$ cat config.mk
export PLATFORM = sky130hd
export DESIGN_NAME = adsr_top
export DESIGN_NICKNAME = d
export VERILOG_FILES = /design/src/logic/adsr_pkg.sv /design/src/logic/adsr_flag.sv /design/src/logic/adsr_sync2.sv /design/src/logic/adsr_top.sv
export SDC_FILE = /design/constraint.sdc
export NUM_CORES = 1
export LEC_CHECK = 0
export ABC_AREA = 1
export ABC_CLOCK_PERIOD_IN_PS = 2200
export BUFFER_PORTS_ARGS = -buffer_cell sky130_fd_sc_hd__buf_4
export CAP_MARGIN = 20
export CORE_UTILIZATION = 54
export CTS_CLUSTER_SIZE = 10
export DETAILED_ROUTE_END_ITERATION = 10
export PLACE_DENSITY = 0.74
export RECOVER_POWER = 100
export SLEW_MARGIN = 20
export SYNTH_ARGS = -nofsm -noshare
export SYNTH_HDL_FRONTEND = slang
export SYNTH_SLANG_ARGS = --single-unit
$ cat constraint.sdc
create_clock -name aclk -period 2.2 [get_ports aclk]
set_clock_uncertainty 0.1 [all_clocks]
set_input_delay 0.11 -clock aclk [delete_from_list [all_inputs] [get_ports aclk]]
set_output_delay 0.11 -clock aclk [all_outputs]
set_load 0.005 [all_outputs]
$ cat src/logic/adsr_pkg.sv
// Purpose: constants for the adc sequence repeat and step controller
// Assumes: 100 MHz aclk, AXI4-Lite register access, 32-bit data
// Notes: offsets are byte addresses of aligned words
// Summary of operation
// - mode 5 converts the whole selected slot set pass after pass
// - pass count comes from repeat count field; default gives one pass
// - passes performed equal repeat count plus one; 10 gives 11
// - once started, mode 5 keeps converting slots in order until done
// - each conversion sets end-of-conversion and stores result by slot index
// - with sum enable set, every result is added into the sum register too
// - each finished pass sets sequence done, then next pass if needed
// - last pass sets all-passes-done, clears start itself and stops
// - mode 6 converts only the current slot per start
// - mode 6 slot done sets eoc, stores result, clears start, waits
// - mode 6 next start converts the channel of the following slot
// - mode 6 after slot 7 the next slot is slot 0
// - mode 6 sets sequence done only after all selected slots converted
// - slot count select picks slots 0 through its value; the mode 6 pointer still runs on to slot 7
// - each slot channel field names the analog input to convert
// - all-passes-done raises interrupt when its enable bit is 1
package adsr_pkg;
	localparam logic [7:0] OFF_CTRL0 = 8'h00;
	localparam logic [7:0] OFF_CTRL2 = 8'h04;
	localparam logic [7:0] OFF_SLOTSEL = 8'h08;
	localparam logic [7:0] OFF_SLOTCH = 8'h0c;
	localparam logic [7:0] OFF_START = 8'h10;
	localparam logic [7:0] OFF_FSTAT = 8'h14;
	localparam logic [7:0] OFF_FCLR = 8'h18;
	localparam logic [7:0] OFF_IEN = 8'h1c;
	localparam logic [7:0] OFF_RES0 = 8'h20;
	localparam logic [7:0] OFF_SUM = 8'h40;
	localparam int CR0_EN = 0;
	localparam int CR0_MODE_LSB = 1;
	localparam int CR0_TRIG = 4;
	localparam int CR2_SUMEN = 8;
	localparam int CR2_SUMCLR = 9;
	localparam int FLG_READY = 0;
	localparam int FLG_EOC = 1;
	localparam int FLG_SEQ_DONE = 2;
	localparam int FLG_ALL_DONE = 3;
	localparam int FLG_OVR = 4;
	localparam logic [2:0] MODE_MULTI = 3'h5;
	localparam logic [2:0] MODE_STEP = 3'h6;
	localparam logic [4:0] CTRL0_RST = 5'h00;
	localparam logic [7:0] CNT_RST = 8'h00;
	localparam logic [2:0] SLOTSEL_RST = 3'h0;
	localparam logic [31:0] SLOTCH_RST = 32'h0000_0000;
	localparam logic [4:0] IEN_RST = 5'h00;
	localparam int STARTUP_NS = 1000;
	localparam int CLK_MHZ = 100;
	localparam logic [7:0] STARTUP_CYC = 8'((STARTUP_NS * CLK_MHZ + 999) / 1000);
	localparam logic [1:0] RESP_OK = 2'h0;
	localparam logic [1:0] RESP_SLVERR = 2'h2;
	typedef enum logic [1:0] {S_IDLE = 2'b01, S_BUSY = 2'b10} adsr_state_t;
endpackage

$ cat src/logic/adsr_flag.sv
// Purpose: one sticky status flag
// Assumes: set and clr are one-cycle strobes on aclk
// Notes: set wins over a clear in the same cycle
`timescale 1ns/10ps
module adsr_flag
(
	input wire logic aclk,
	input wire logic aresetn,
	input wire logic set,
	input wire logic clr,
	output logic q
);
	// an event landing on the clear cycle must not be lost
	always_ff @(posedge aclk)
	begin
		if (!aresetn)
			q <= 1'b0;
		else if (set)
			q <= 1'b1;
		else if (clr)
			q <= 1'b0;
	end
endmodule // adsr_flag

$ cat src/logic/adsr_sync2.sv
// Purpose: two flip-flop synchroniser for the external trigger pin
// Assumes: d is asynchronous to aclk
// Notes: first stage is read only by the second
`timescale 1ns/10ps
module adsr_sync2
(
	input wire logic aclk,
	input wire logic aresetn,
	input wire logic d,
	output logic q
);
	logic meta_r;
	// plain double register, no logic between stages
	always_ff @(posedge aclk)
	begin
		if (!aresetn)
		begin
			meta_r <= 1'b0;
			q <= 1'b0;
		end
		else
		begin
			meta_r <= d;
			q <= meta_r;
		end
	end
endmodule // adsr_sync2

$ cat src/logic/adsr_top.sv
// Purpose: sequencer for multi-pass (mode 5) and step (mode 6) conversion
// Assumes: converter core on aclk; one conv_done pulse per conv_start pulse
// Notes: other mode codes run one single scan of the selected slots
`timescale 1ns/10ps
module adsr_top
	import adsr_pkg::*;
(
	input wire logic aclk,
	input wire logic aresetn,
	input wire logic [7:0] awaddr,
	input wire logic awvalid,
	output logic awready,
	input wire logic [31:0] wdata,
	input wire logic [3:0] wstrb,
	input wire logic wvalid,
	output logic wready,
	output logic [1:0] bresp,
	output logic bvalid,
	input wire logic bready,
	input wire logic [7:0] araddr,
	input wire logic arvalid,
	output logic arready,
	output logic [31:0] rdata,
	output logic [1:0] rresp,
	output logic rvalid,
	input wire logic rready,
	input wire logic ext_trig,
	output logic conv_start,
	output logic [3:0] conv_chan,
	input wire logic conv_done,
	input wire logic [11:0] conv_data,
	output logic irq
);
	logic aw_held_r, w_held_r;
	logic [7:0] wa_r;
	logic [31:0] wd_r, wm_r;
	logic [4:0] ctrl0_r;
	logic [7:0] cnt_r;
	logic sumen_r;
	logic [2:0] slotsel_r;
	logic [31:0] slotch_r;
	logic [4:0] ien_r;
	logic start_r;
	logic [31:0] sum_r;
	logic [11:0] res_r [0:7];
	logic [7:0] unread_r;
	logic [2:0] slot_r;
	logic [7:0] pass_r;
	logic [7:0] warm_r;
	logic trig_s, trig_prev_r;
	adsr_state_t state_r;
	logic [4:1] flag_q;

	// write decode: fires once address and data are both held
	wire wr_fire = aw_held_r && w_held_r;
	wire wr_ctrl0 = wr_fire && (wa_r == OFF_CTRL0);
	wire wr_ctrl2 = wr_fire && (wa_r == OFF_CTRL2);
	wire wr_start = wr_fire && (wa_r == OFF_START) && wm_r[0];
	wire wr_fclr = wr_fire && (wa_r == OFF_FCLR);
	wire wr_ok = (wa_r <= OFF_IEN) || (wa_r == OFF_SUM) || (wa_r[7:5] == 3'b001);
	wire [31:0] m_ctrl0 = ({27'h0, ctrl0_r} & ~wm_r) | (wd_r & wm_r);
	wire [31:0] m_ctrl2 = ({23'h0, sumen_r, cnt_r} & ~wm_r) | (wd_r & wm_r);
	wire [31:0] m_slotsel = ({29'h0, slotsel_r} & ~wm_r) | (wd_r & wm_r);
	wire [31:0] m_slotch = (slotch_r & ~wm_r) | (wd_r & wm_r);
	wire [31:0] m_ien = ({27'h0, ien_r} & ~wm_r) | (wd_r & wm_r);
	wire sum_clr = wr_ctrl2 && wm_r[CR2_SUMCLR] && wd_r[CR2_SUMCLR];
	wire [4:1] flag_clr = {4{wr_fclr}} & wm_r[4:1] & ~wd_r[4:1];
	wire [3:0] strb_s = wvalid ? wstrb : 4'h0;
	wire [31:0] strb_mask = {{8{strb_s[3]}}, {8{strb_s[2]}}, {8{strb_s[1]}}, {8{strb_s[0]}}};

	// sequencing terms
	wire en = ctrl0_r[CR0_EN];
	wire [2:0] mode = ctrl0_r[CR0_MODE_LSB +: 3];
	wire is_multi = (mode == MODE_MULTI);
	wire is_step = (mode == MODE_STEP);
	wire ready = en && (warm_r == STARTUP_CYC);
	wire trig_rise = ctrl0_r[CR0_TRIG] && trig_s && !trig_prev_r;
	wire launch = (state_r == S_IDLE) && start_r && ready;
	wire done_hit = (state_r == S_BUSY) && conv_done;
	wire last = (slot_r == slotsel_r);
	wire passes_done = (pass_r == cnt_r);
	wire fin_all = done_hit && is_multi && last && passes_done;
	wire cont_mul = is_multi && !(last && passes_done);
	wire cont = done_hit && (cont_mul || (!is_multi && !is_step && !last));
	wire stop = done_hit && !cont;
	wire [2:0] slot_inc = 3'(slot_r + 3'h1);
	// step mode resumes at its pointer; other modes begin a run at slot 0
	wire [2:0] slot_go = launch ? (is_step ? slot_r : 3'h0) : (last ? 3'h0 : slot_inc);
	wire [3:0] chan_go = slotch_r[{slot_go, 2'b00} +: 4];
	wire [4:0] flags = {flag_q, ready};

	// read mux
	wire ar_res = (araddr[7:5] == 3'b001);
	wire ar_ok = (araddr <= OFF_IEN) || (araddr == OFF_SUM) || ar_res;
	wire [31:0] rd_word =
		ar_res ? {20'h0, res_r[araddr[4:2]]} :
		(araddr == OFF_CTRL0) ? {27'h0, ctrl0_r} :
		(araddr == OFF_CTRL2) ? {23'h0, sumen_r, cnt_r} :
		(araddr == OFF_SLOTSEL) ? {29'h0, slotsel_r} :
		(araddr == OFF_SLOTCH) ? slotch_r :
		(araddr == OFF_START) ? {31'h0, start_r} :
		(araddr == OFF_FSTAT) ? {27'h0, flags} :
		(araddr == OFF_IEN) ? {27'h0, ien_r} :
		(araddr == OFF_SUM) ? sum_r : 32'h0;
	wire rd_fire = arvalid && arready;
	wire [7:0] rd_clear = (rd_fire && ar_res) ? (8'h01 << araddr[4:2]) : 8'h00;

	adsr_sync2 u_trig_sync
	(
		.aclk(aclk),
		.aresetn(aresetn),
		.d(ext_trig),
		.q(trig_s)
	);

	// sticky flags: conversion, pass, whole run and overflow
	genvar gi;
	generate
		for (gi = 1; gi < 5; gi = gi + 1)
		begin : g_flag
			wire fset = (gi == FLG_EOC) ? done_hit :
				(gi == FLG_SEQ_DONE) ? (done_hit && last) :
				(gi == FLG_ALL_DONE) ? fin_all : (done_hit && unread_r[slot_r]);
			adsr_flag u_flag
			(
				.aclk(aclk),
				.aresetn(aresetn),
				.set(fset),
				.clr(flag_clr[gi]),
				.q(flag_q[gi])
			);
		end
	endgenerate

	// write channel: address and data taken in either order
	always_ff @(posedge aclk)
	begin
		if (!aresetn)
		begin
			aw_held_r <= 1'b0;
			w_held_r <= 1'b0;
			wa_r <= 8'h00;
			wd_r <= 32'h0;
			wm_r <= 32'h0;
			awready <= 1'b0;
			wready <= 1'b0;
			bvalid <= 1'b0;
			bresp <= RESP_OK;
		end
		else
		begin
			awready <= !aw_held_r && !(awvalid && awready) && !bvalid;
			wready <= !w_held_r && !(wvalid && wready) && !bvalid;
			if (awvalid && awready)
			begin
				aw_held_r <= 1'b1;
				wa_r <= {awaddr[7:2], 2'b00};
			end
			if (wvalid && wready)
			begin
				w_held_r <= 1'b1;
				wd_r <= wdata;
				wm_r <= strb_mask;
			end
			if (wr_fire)
			begin
				aw_held_r <= 1'b0;
				w_held_r <= 1'b0;
				bvalid <= 1'b1;
				bresp <= wr_ok ? RESP_OK : RESP_SLVERR;
				awready <= 1'b0;
				wready <= 1'b0;
			end
			else if (bvalid && bready)
				bvalid <= 1'b0;
		end
	end

	// read channel: one cycle from address to data
	always_ff @(posedge aclk)
	begin
		if (!aresetn)
		begin
			arready <= 1'b0;
			rvalid <= 1'b0;
			rdata <= 32'h0;
			rresp <= RESP_OK;
		end
		else if (rd_fire)
		begin
			arready <= 1'b0;
			rvalid <= 1'b1;
			rdata <= rd_word;
			rresp <= ar_ok ? RESP_OK : RESP_SLVERR;
		end
		else if (rvalid && rready)
			rvalid <= 1'b0;
		else
			arready <= !rvalid;
	end

	// configuration registers; sum_clear is a strobe and is not stored
	always_ff @(posedge aclk)
	begin
		if (!aresetn)
		begin
			ctrl0_r <= CTRL0_RST;
			cnt_r <= CNT_RST;
			sumen_r <= 1'b0;
			slotsel_r <= SLOTSEL_RST;
			slotch_r <= SLOTCH_RST;
			ien_r <= IEN_RST;
		end
		else if (wr_fire)
		begin
			if (wr_ctrl0)
				ctrl0_r <= m_ctrl0[4:0];
			if (wr_ctrl2)
				{sumen_r, cnt_r} <= m_ctrl2[8:0];
			if (wa_r == OFF_SLOTSEL)
				slotsel_r <= m_slotsel[2:0];
			if (wa_r == OFF_SLOTCH)
				slotch_r <= m_slotch;
			if (wa_r == OFF_IEN)
				ien_r <= m_ien[4:0];
		end
	end

	// start bit: a software write in the same cycle beats the self-clear
	always_ff @(posedge aclk)
	begin
		if (!aresetn)
			start_r <= 1'b0;
		else if (wr_start)
			start_r <= wd_r[0];
		else if (!en)
			start_r <= 1'b0;
		else if (trig_rise && state_r == S_IDLE)
			start_r <= 1'b1;
		else if (stop)
			start_r <= 1'b0;
	end

	// warm-up counter drives the ready flag after enable
	always_ff @(posedge aclk)
	begin
		if (!aresetn || !en)
			warm_r <= 8'h00;
		else if (warm_r != STARTUP_CYC)
			warm_r <= 8'(warm_r + 8'h01);
	end

	// sequencer state, slot pointer and pass counter
	always_ff @(posedge aclk)
	begin
		if (!aresetn)
		begin
			state_r <= S_IDLE;
			slot_r <= 3'h0;
			pass_r <= 8'h00;
			conv_start <= 1'b0;
			conv_chan <= 4'h0;
			trig_prev_r <= 1'b0;
		end
		else
		begin
			trig_prev_r <= trig_s;
			conv_start <= launch || cont;
			if (launch || cont)
			begin
				slot_r <= slot_go;
				conv_chan <= chan_go;
			end
			else if (done_hit && is_step)
				slot_r <= slot_inc;
			if (launch)
				pass_r <= 8'h00;
			else if (done_hit && is_multi && last && !passes_done)
				pass_r <= 8'(pass_r + 8'h01);
			if (!en || stop)
				state_r <= S_IDLE;
			else if (launch)
				state_r <= S_BUSY;
		end
	end

	// results, unread tracking and accumulator; a read clears unread
	always_ff @(posedge aclk)
	begin
		if (!aresetn)
		begin
			unread_r <= 8'h00;
			sum_r <= 32'h0;
			for (int i = 0; i < 8; i++)
				res_r[i] <= 12'h000;
		end
		else
		begin
			unread_r <= (unread_r & ~rd_clear) | (done_hit ? (8'h01 << slot_r) : 8'h00);
			if (done_hit)
				res_r[slot_r] <= conv_data;
			if (sum_clr)
				sum_r <= 32'h0;
			else if (done_hit && sumen_r)
				sum_r <= 32'(sum_r + {20'h0, conv_data});
		end
	end

	// interrupt from enabled status bits
	always_ff @(posedge aclk)
	begin
		if (!aresetn)
			irq <= 1'b0;
		else
			irq <= |(flags & ien_r);
	end
endmodule // adsr_top

# ---- After elaboration in Yosys (flattened, before gate mapping)
# Memory sizes are Yosys's and may differ from the RTL's.
# Cells that the tools add are included.
dict set report totals {
  ff_bits 235
  ramBits 96
  in_bits 73
  word_cells 219
  memories 1
}
# name depth word_bits read_ports rd_clocked_by_memory_dff write_ports line
set mem_list {}
lappend mem_list {res_r 8 12 1 0 8 adsr_top.sv:45} ;# logic [11:0] res_r [0:7];
dict set report classes {
  n_addsub 4
  magnitude_cmp 3
  n_eq_ne 25
  shift 3
  n_mux 44
  n_bitwise 20
  n_reduce_logical 83
}
# op count
set ops {}
lappend ops {{32-bit 2-to-1 mux} 9}
lappend ops {{32-bit bitwise AND} 2}
lappend ops {{1-bit logical AND} 39}
lappend ops {{32-bit by 12-bit adder with 32-bit output} 1}
lappend ops {{32-bit inverter} 1}
lappend ops {{32-bit bitwise OR} 1}
lappend ops {{32-bit by 6-bit indexed part select with 4-bit output} 1}
lappend ops {{8-bit by 5-bit == test with 1-bit output, second input constant} 3}
lappend ops {{1-bit 2-to-1 mux} 22}
lappend ops {{6-bit by 3-bit == test with 1-bit output, second input constant} 3}
lappend ops {{3-bit 2-to-1 mux} 6}
lappend ops {{8-bit by 1-bit adder with 8-bit output, second input constant} 2}
lappend ops {{8-bit by 4-bit == test with 1-bit output, second input constant} 2}
lappend ops {{8-bit by 7-bit == test with 1-bit output, second input constant} 2}
lappend ops {{8-bit by 5-bit less-or-equal comparator with 1-bit output, second input constant} 2}
lappend ops {{8-bit zero test} 2}
lappend ops {{8-bit 2-to-1 mux} 2}
lappend ops {{1-bit by 3-bit left shift with 8-bit output, first input constant} 2}
lappend ops {{5-bit bitwise AND} 3}
lappend ops {{1-bit zero test} 15}
lappend ops {{2-bit nonzero test} 7}
lappend ops {{6-bit by 2-bit == test with 1-bit output, second input constant} 2}
lappend ops {{12-bit 2-to-1 mux} 1}
lappend ops {{12-bit OR reduction} 1}
lappend ops {{31 further kinds} 51}

# ---- Logic depth before layout (Yosys ltp)
# Gate-level depths: netlist of run 1.
dict set report logic_depth {
  word_depth 12
  depth_mapped 17
  ltp_nobuf 15
}

# ---- Hierarchy
# Synthesis of run 1 repeated with hierarchy kept, for this count alone.
dict set report hier_totals {
  cells_unflattened 1829
  hier_area_um2 14291.2
}
# mod instances cells_per_inst area_each_um2 seq_area_each_um2
set modules_own_cells {}
lappend modules_own_cells {adsr_top 1 1799 14061.0 7006.7}
lappend modules_own_cells {adsr_flag 4 6 43.8 20.0}
lappend modules_own_cells {adsr_sync2 1 6 55.1 40.0}

# ---- Worst setup path after synthesis of run 1
# Ideal clock, no wire load.
dict set report synth_path {
  path_kind {register to register}
  startpoint {register sum_r[0]}
  endpoint {register sum_r[20]}
  setup_ns 0.117
  arrival_time_ns 1.888
  required_ns 1.983
  setup_slack_ns 0.095
  path_stages_with_launch 13
  path_buffers 0
  path_cell_list {dfxtp_1 ha_1 inv_1 fa_1 inv_1 nand3_1 nand3_1 inv_1 o21ai_1 nand3_1 nor2_1 xor2_1 nor2_1}
}
dict set report synth_between {
  elab_chain_len 1
}
# element line
set synth_rtl {}
lappend synth_rtl {{from (decl)} adsr_top.sv:44} ;# logic [31:0] sum_r;
lappend synth_rtl {{from (signal assigned)} adsr_top.sv:305} ;# sum_r <= 32'(sum_r + {20'h0, conv_data});
lappend synth_rtl {{32-bit by 12-bit adder with 32-bit output} adsr_top.sv:305}
# Every way passes these cells.
# A chain may end at the register's enable or synchronous reset.

# ---- Final worst setup path of run 1
dict set report layout_path {
  startpoint {register sum_r[0]}
  endpoint {register sum_r[14]}
}
# The elaborated chain is that of the path after synthesis.

==> results of run 1 <==
[power breakdown]
group,switching [mW],total [mW],internal [mW]
Clock,2.25,5.33,3.09
Combinational,0.508,0.842,0.335
Sequential,0.0851,6.11,6.02
Total,2.84,12.3,9.44
[synthesized netlist by cell type (3+ instances only)]
cell type and number:
inv_1 186, xor2_1 15, nor2_1 267, ha_1 21, buf_1 4, nor3_1 22, a31oi_1 5, or2_2 3
a21oi_1 158, o22ai_1 24, o211ai_1 4, a22oi_1 16, a22o_1 3, clkinv_1 5, xnor2_1 10, buf_4 4
a32o_1 3, nor4_1 7, o21a_1 3, buf_2 10, nand2_1 343, dfxtp_1 212, o21ai_0 142, o31ai_1 7
nand4_1 22, edfxtp_1 96, inv_2 6, clkbuf_1 52, a21o_1 4, nand3_1 104, nor2_2 9
[critical path: stages, from the launching register on]
cell and delay, ns:
dfxtp_2 0.35, ha_4 0.14, inv_1 0.05, fa_2 0.34
inv_2 0.08, nand3_2 0.07, nand3_2 0.10, inv_1 0.07
o21ai_4 0.19, nand4_1 0.15, buf_4 0.17, o21ai_0 0.15
a21oi_1 0.06
[logic make-up (layout without fill, tap and decap cells)]
group / count (synthesis) / in the layout / share of synthesized area
AND/OR/NAND/NOR: 788 / 788 / 0.233
AO/OA/AOI/OAI: 385 / 385 / 0.150
flip-flops: 308 / 308 / 0.505
buffers and inverters: 270 / 509 / 0.0751
XOR/XNOR: 25 / 25 / 0.0155
adder cells (fa/ha/maj): 22 / 22 / 0.0200
other: 1 / 2 / 0.000266
[final timing paths]
path                                         start            end  slack [ns]  cells past startpoint
worst min register to register  u_trig_sync.meta_r  u_trig_sync.q        0.31                      2
worst max register to register            sum_r[0]      sum_r[14]        0.07                     12
worst min-delay path                 conv_data[10]   res_r[3][10]        0.02                      3
worst max-delay path                      sum_r[0]      sum_r[14]        0.07                     12
[through the flow]
stage	instances	cell area [µm²]
2_1_floorplan	1800	14100
3_3_place_gp	2246	15600
3_5_place_dp	2246	15600
4_1_cts	2360	17300
5_1_grt	2369	17400
6_report	2369	17400
[per-layer routing]
metal | part of all wire | vias up | wire length, µm
li1 | - | 6420 | -
met1 | 0.41 | 6187 | 17000
met2 | 0.47 | 599 | 19300
met3 | 0.088 | 93 | 3620
met4 | 0.028 | 0 | 1170
met5 | 0 | - | 0
[layout make-up]
class                           count  area, µm²
Clock inverter                      3       25.0
Timing Repair Buffer              254       1950
Inverter                          198        758
Fill cell                        2104       8020
Clock buffer                       53        986
Tap cell                          330        413
Sequential cell                   308       7130
Multi-Input combinational cell   1222       6110
Timing Repair inverter              1       7.51
[what timing repair did]
item                       4_1_cts  5_1_grt
hold endpoints to repair        86        0
hold buffers                    58        0
buffers inserted                 0        8
resized for setup               10       38
gates cloned                     0        1
setup endpoints to repair       10       30
pin swaps                        4       14
==> results.toml, run 1 <==
[logic_synthesis]
ys_ff_latch = 308
yosys.area.top_type_share = 0.301
synthTopCellsByArea = "dfxtp_1 (30%), edfxtp_1 (20%), nand2_1 (9.1%), nor2_1 (7.1%), a21oi_1 (5.6%)"
synth_ff_type = "dfxtp_1"
synth_seq_area_share = 0.505
yosysUniqueCellTypes = 52
netlist_area_um2 = 14100
ys_warn_count = 0
synthCells = 1799
synth_top_cell_by_area = "dfxtp_1"
synth-async-reset-ratio = 0
avgSynthCellArea_um2 = 7.84
synth-edff-count = 96

[sta]
fin_ws_ns = 0.0738
hold_viol = 0
min_period_over_period = 0.966
slew_headroom = 0.323
tightest_slew_ns = 1.02
slew_violations = 0
clock.fmax_mhz = 470
fin_setup_tns_ns = 0
hold_ws_ns = 0.0157
layout_min_cycle_time_ns = 2.13
setup_viol_count_final = 0

[clock_network]
cts.sinks = 308
cts_tree = "built"
cts.reportedPaths.clkPinSlew_ns = 0.06
worstSkewPairLatency_ns = 0.52
cts_root_buf = "clkbuf_16"
cts_buffer_depth = 3
htree_levels = 2
numCtsBuffers = 37

[floorplanning]
die-area_um2 = 26800
pin_count = 120
die_h_um = 164
start_util = 0.555
die_w_um = 164
fp.coreArea_um2 = 25400
rows = 58

[routing]
avgRoutedWirePerCell_um = 17.4
drc = 0
ant_nets = 0
wirelength_mm = 41.1
vias = 13300
drt-initial-drc-count = 1384
firstDrtPassIters = 5
routed_via_density = 5.61

[setup_path]
cp.required_ns = 2.50
timing.setup.critical_path_class = "flop to flop"
critPathLaunchType = "flop"
critical_path.max_fanout = 4
arrival_ns = 2.42
endpoint_kind = "flop"

[placed_design]
portBuffers = 115
dp_slack_ns = -0.180
dp_hpwl_mm = 28.6
finalWeightedCongestion = 0.948

[outcome]
status = "finished, final reports clean"

[grt]
globalRouteOverflowTotal = 0
grtUsageMet2 = 0.495
grt_max_degree = 77
antenna_found_initial = 0
track_usage = 0.301
met3_usage = 0.0521
grt_util_met1 = 0.402
busiest_layer = "met2"
grt_pass1_vias = 12200
grt_pass1_wl_mm = 62.8

[layout]
final_core_util = 0.684
diodes = 0
num-nets-final = 2117
mostFrequentLayoutCells = "nand2_1 (341), nor2_1 (265), dfxtp_1 (208)"
drive_above_1_share = 0.133
final_common_cell = "nand2_1"
areaGrowthSynthToFinish_pct = 23.2

[power]
p_total_mw = 12.3
ir_drop_mv = 0.552
cellLeakagePower_nw = 7.00
p_per_area_nw_per_um2 = 707

[job]
max-cap-violations = 0

[min_path]
hold_class = "input port to flop"
Note: power is estimated with default switching activity, not from simulation.
==> run 2: changes to the inputs <==
--- a/config.mk
+++ b/config.mk
@@ -6,15 +6,15 @@
 export NUM_CORES = 1
 export LEC_CHECK = 0
 export ABC_AREA = 1
-export ABC_CLOCK_PERIOD_IN_PS = 2200
+export ABC_CLOCK_PERIOD_IN_PS = 2650
 export BUFFER_PORTS_ARGS = -buffer_cell sky130_fd_sc_hd__buf_4
 export CAP_MARGIN = 20
-export CORE_UTILIZATION = 54
+export CORE_UTILIZATION = 55
 export CTS_CLUSTER_SIZE = 10
 export DETAILED_ROUTE_END_ITERATION = 10
-export PLACE_DENSITY = 0.74
+export PLACE_DENSITY = 0.72
 export RECOVER_POWER = 100
-export SLEW_MARGIN = 20
+export SLEW_MARGIN = 5
 export SYNTH_ARGS = -nofsm -noshare
 export SYNTH_HDL_FRONTEND = slang
 export SYNTH_SLANG_ARGS = --single-unit
==> constraint.sdc (replaced) <==
create_clock -name aclk -period 2.65 [get_ports aclk]
set_clock_uncertainty 0.1 [all_clocks]
set_input_delay 0.1325 -clock aclk [delete_from_list [all_inputs] [get_ports aclk]]
set_output_delay 0.1325 -clock aclk [all_outputs]
set_load 0.005 [all_outputs]
==> run 2 against run 1 <==
Global-route usage is 0.65 points higher. Clock power is 17% lower. Sequential cell count stayed put. Non-clock buffer count is 39 lower. Total power is 17% lower. Count of clock-buffer cells in the layout stayed put. Die area is 1.8% lower. First-iteration DRC count is 32% lower. Register-to-register slack better by 0.14 ns. Worst setup slack better by 0.14 ns. Combinational power is 21% lower. Hold slack worse by 0.0066 ns.
==> results.toml, run 2 (synthesis gave the netlist of run 1 again) <==
[power]
clkPwrFrac = 0.437
cellLeakagePower_nw = 6.80
intPower_mw = 7.84
power_frac_comb = 0.065
switchingPower_mw = 2.33
p_per_area_nw_per_um2 = 602
seq_power_share = 0.498
ir_drop_mv = 0.444
swShare = 0.229

[grt]
globalRouteOverflowTotal = 0
busiest_layer = "met2"
grt_max_degree = 81
grt_pass1_wl_mm = 63.1
antenna_found_initial = 1
grt_util_met1 = 0.408
grtUsageMet2 = 0.493
track_usage = 0.308
met3_usage = 0.0587
grt_pass1_vias = 12100

[routing]
avgRoutedWirePerCell_um = 17.3
ant_nets = 0
firstDrtPassIters = 5
routed_via_density = 5.61
wirelength_mm = 40.3
drc = 0
vias = 13100
drt-initial-drc-count = 942

[floorplanning]
die-area_um2 = 26300
rows = 58
fp.coreArea_um2 = 25200
die_w_um = 162
pin_count = 120
start_util = 0.560
die_h_um = 162

[setup_path]
critical_path.max_fanout = 7
rr_startpoint = "state_r[0]"
reg2regPathDepth = 8
cp.required_ns = 2.74
endpoint_kind = "flop"
worstSetupStartpoint = "state_r[0]"
arrival_ns = 2.53
critPathLaunchType = "flop"
timing.setup.critical_path_class = "flop to flop"

[placed_design]
dp_slack_ns = 0.219
dp_hpwl_mm = 27.9
portBuffers = 115
finalWeightedCongestion = 0.938

[clock_network]
cts_buffer_depth = 3
htree_levels = 2
cts.reportedPaths.clkPinSlew_ns = 0.05
numCtsBuffers = 37
cts_tree = "built"
cts.sinks = 308
worstSkewPairLatency_ns = 0.52
post_cts_buffers = 0
cts_root_buf = "clkbuf_16"

[sta]
fin_setup_tns_ns = 0
layout_min_cycle_time_ns = 2.44
tightest_slew_ns = 1.09
rsz0062_at_grt = "no"
clock.fmax_mhz = 410
slew_violations = 0
hold_viol = 0
min_period_over_period = 0.921
slew_headroom = 0.275
setup_viol_count_final = 0
fin_ws_ns = 0.210

[layout]
num-nets-final = 2077
final_common_cell = "nand2_1"
diodes = 0
drive_above_1_share = 0.0985
areaGrowthSynthToFinish_pct = 19.8
mostFrequentLayoutCells = "nand2_1 (343), nor2_1 (270), dfxtp_1 (212)"
fillCellCount = 2112

[outcome]
status = "finished, final reports clean"

[min_path]
min_from = "conv_data[4]"
hold_class = "input port to flop"
min_path_cells = 3

[job]
max-cap-violations = 0
run 2: cell types whose count changed in the layout (fill, tap and decap cells not counted), sizes merged:
cell	previous run	this run
clkbuf	134	115
dlygate4sd3	58	59
inv	193	195
buf	115	94
clkinv	5	6
clkinvlp	4	0
run 2: repair_timing:
item                                    CTS  global route
hold endpoints to repair                101             0
endpoints found under the setup margin    0             5
hold buffers                             59             0
resized for setup                         0             5
run 2: critical path, stage by stage, from the launching register on:
cell      delay [ns]
dfxtp_1         0.31
inv_1           0.08
nand3_1         0.15
nor2_1          0.30
inv_1           0.14
nor2_1          0.26
nand2_1         0.13
nand2_1         0.35
clkbuf_2        0.32
run 2: path summary, 6_finish.rpt:
kind	slack (ns)	endpoint
worst min register to register	0.32	u_trig_sync.q
worst max register to register	0.21	res_r[2][10]
worst min-delay path	0.009	res_r[6][4]
worst max-delay path	0.21	res_r[2][10]
run 2: layout make-up:
class                           instances  area [µm²]  share of cell area
Tap cell                              330         413              0.0244
Multi-Input combinational cell       1222        5920               0.351
Clock inverter                          3        22.5             0.00133
Sequential cell                       308        7130               0.422
Clock buffer                           53         996              0.0590
Timing Repair Buffer                  215        1660              0.0985
Inverter                              198         746              0.0441
run 2: per-stage QoR:
step / power, mW / utilization / hold slack [ns] / area (µm²) / instances
2_1_floorplan: 5.49 / - / 0.130 / 14100 / 1800
3_3_place_gp: 5.73 / 0.611 / 0.226 / 15400 / 2214
3_5_place_dp: 5.75 / 0.611 / 0.229 / 15400 / 2214
4_1_cts: 10.2 / 0.675 / 0.00221 / 17000 / 2329
5_1_grt: 10.5 / 0.671 / 0.0487 / 16900 / 2329
6_report: 10.2 / 0.671 / 0.00905 / 16900 / 2329
run 2: metal layers:
metal / part of all wire / wire length (µm)
met5: 0.00022 / 9
met4: 0.042 / 1690
met3: 0.084 / 3380
met2: 0.45 / 18200
met1: 0.42 / 17000
run 2: power by group through the flow:
stage | registers, mW | clock network (mW) | logic [mW]
floorplan | 5.14 | 0 | 0.347
global placement | 5.16 | 0 | 0.574
detailed placement | 5.17 | 0 | 0.584
CTS | 5.07 | 4.48 | 0.657
global route | 5.08 | 4.68 | 0.728
finish | 5.07 | 4.44 | 0.661
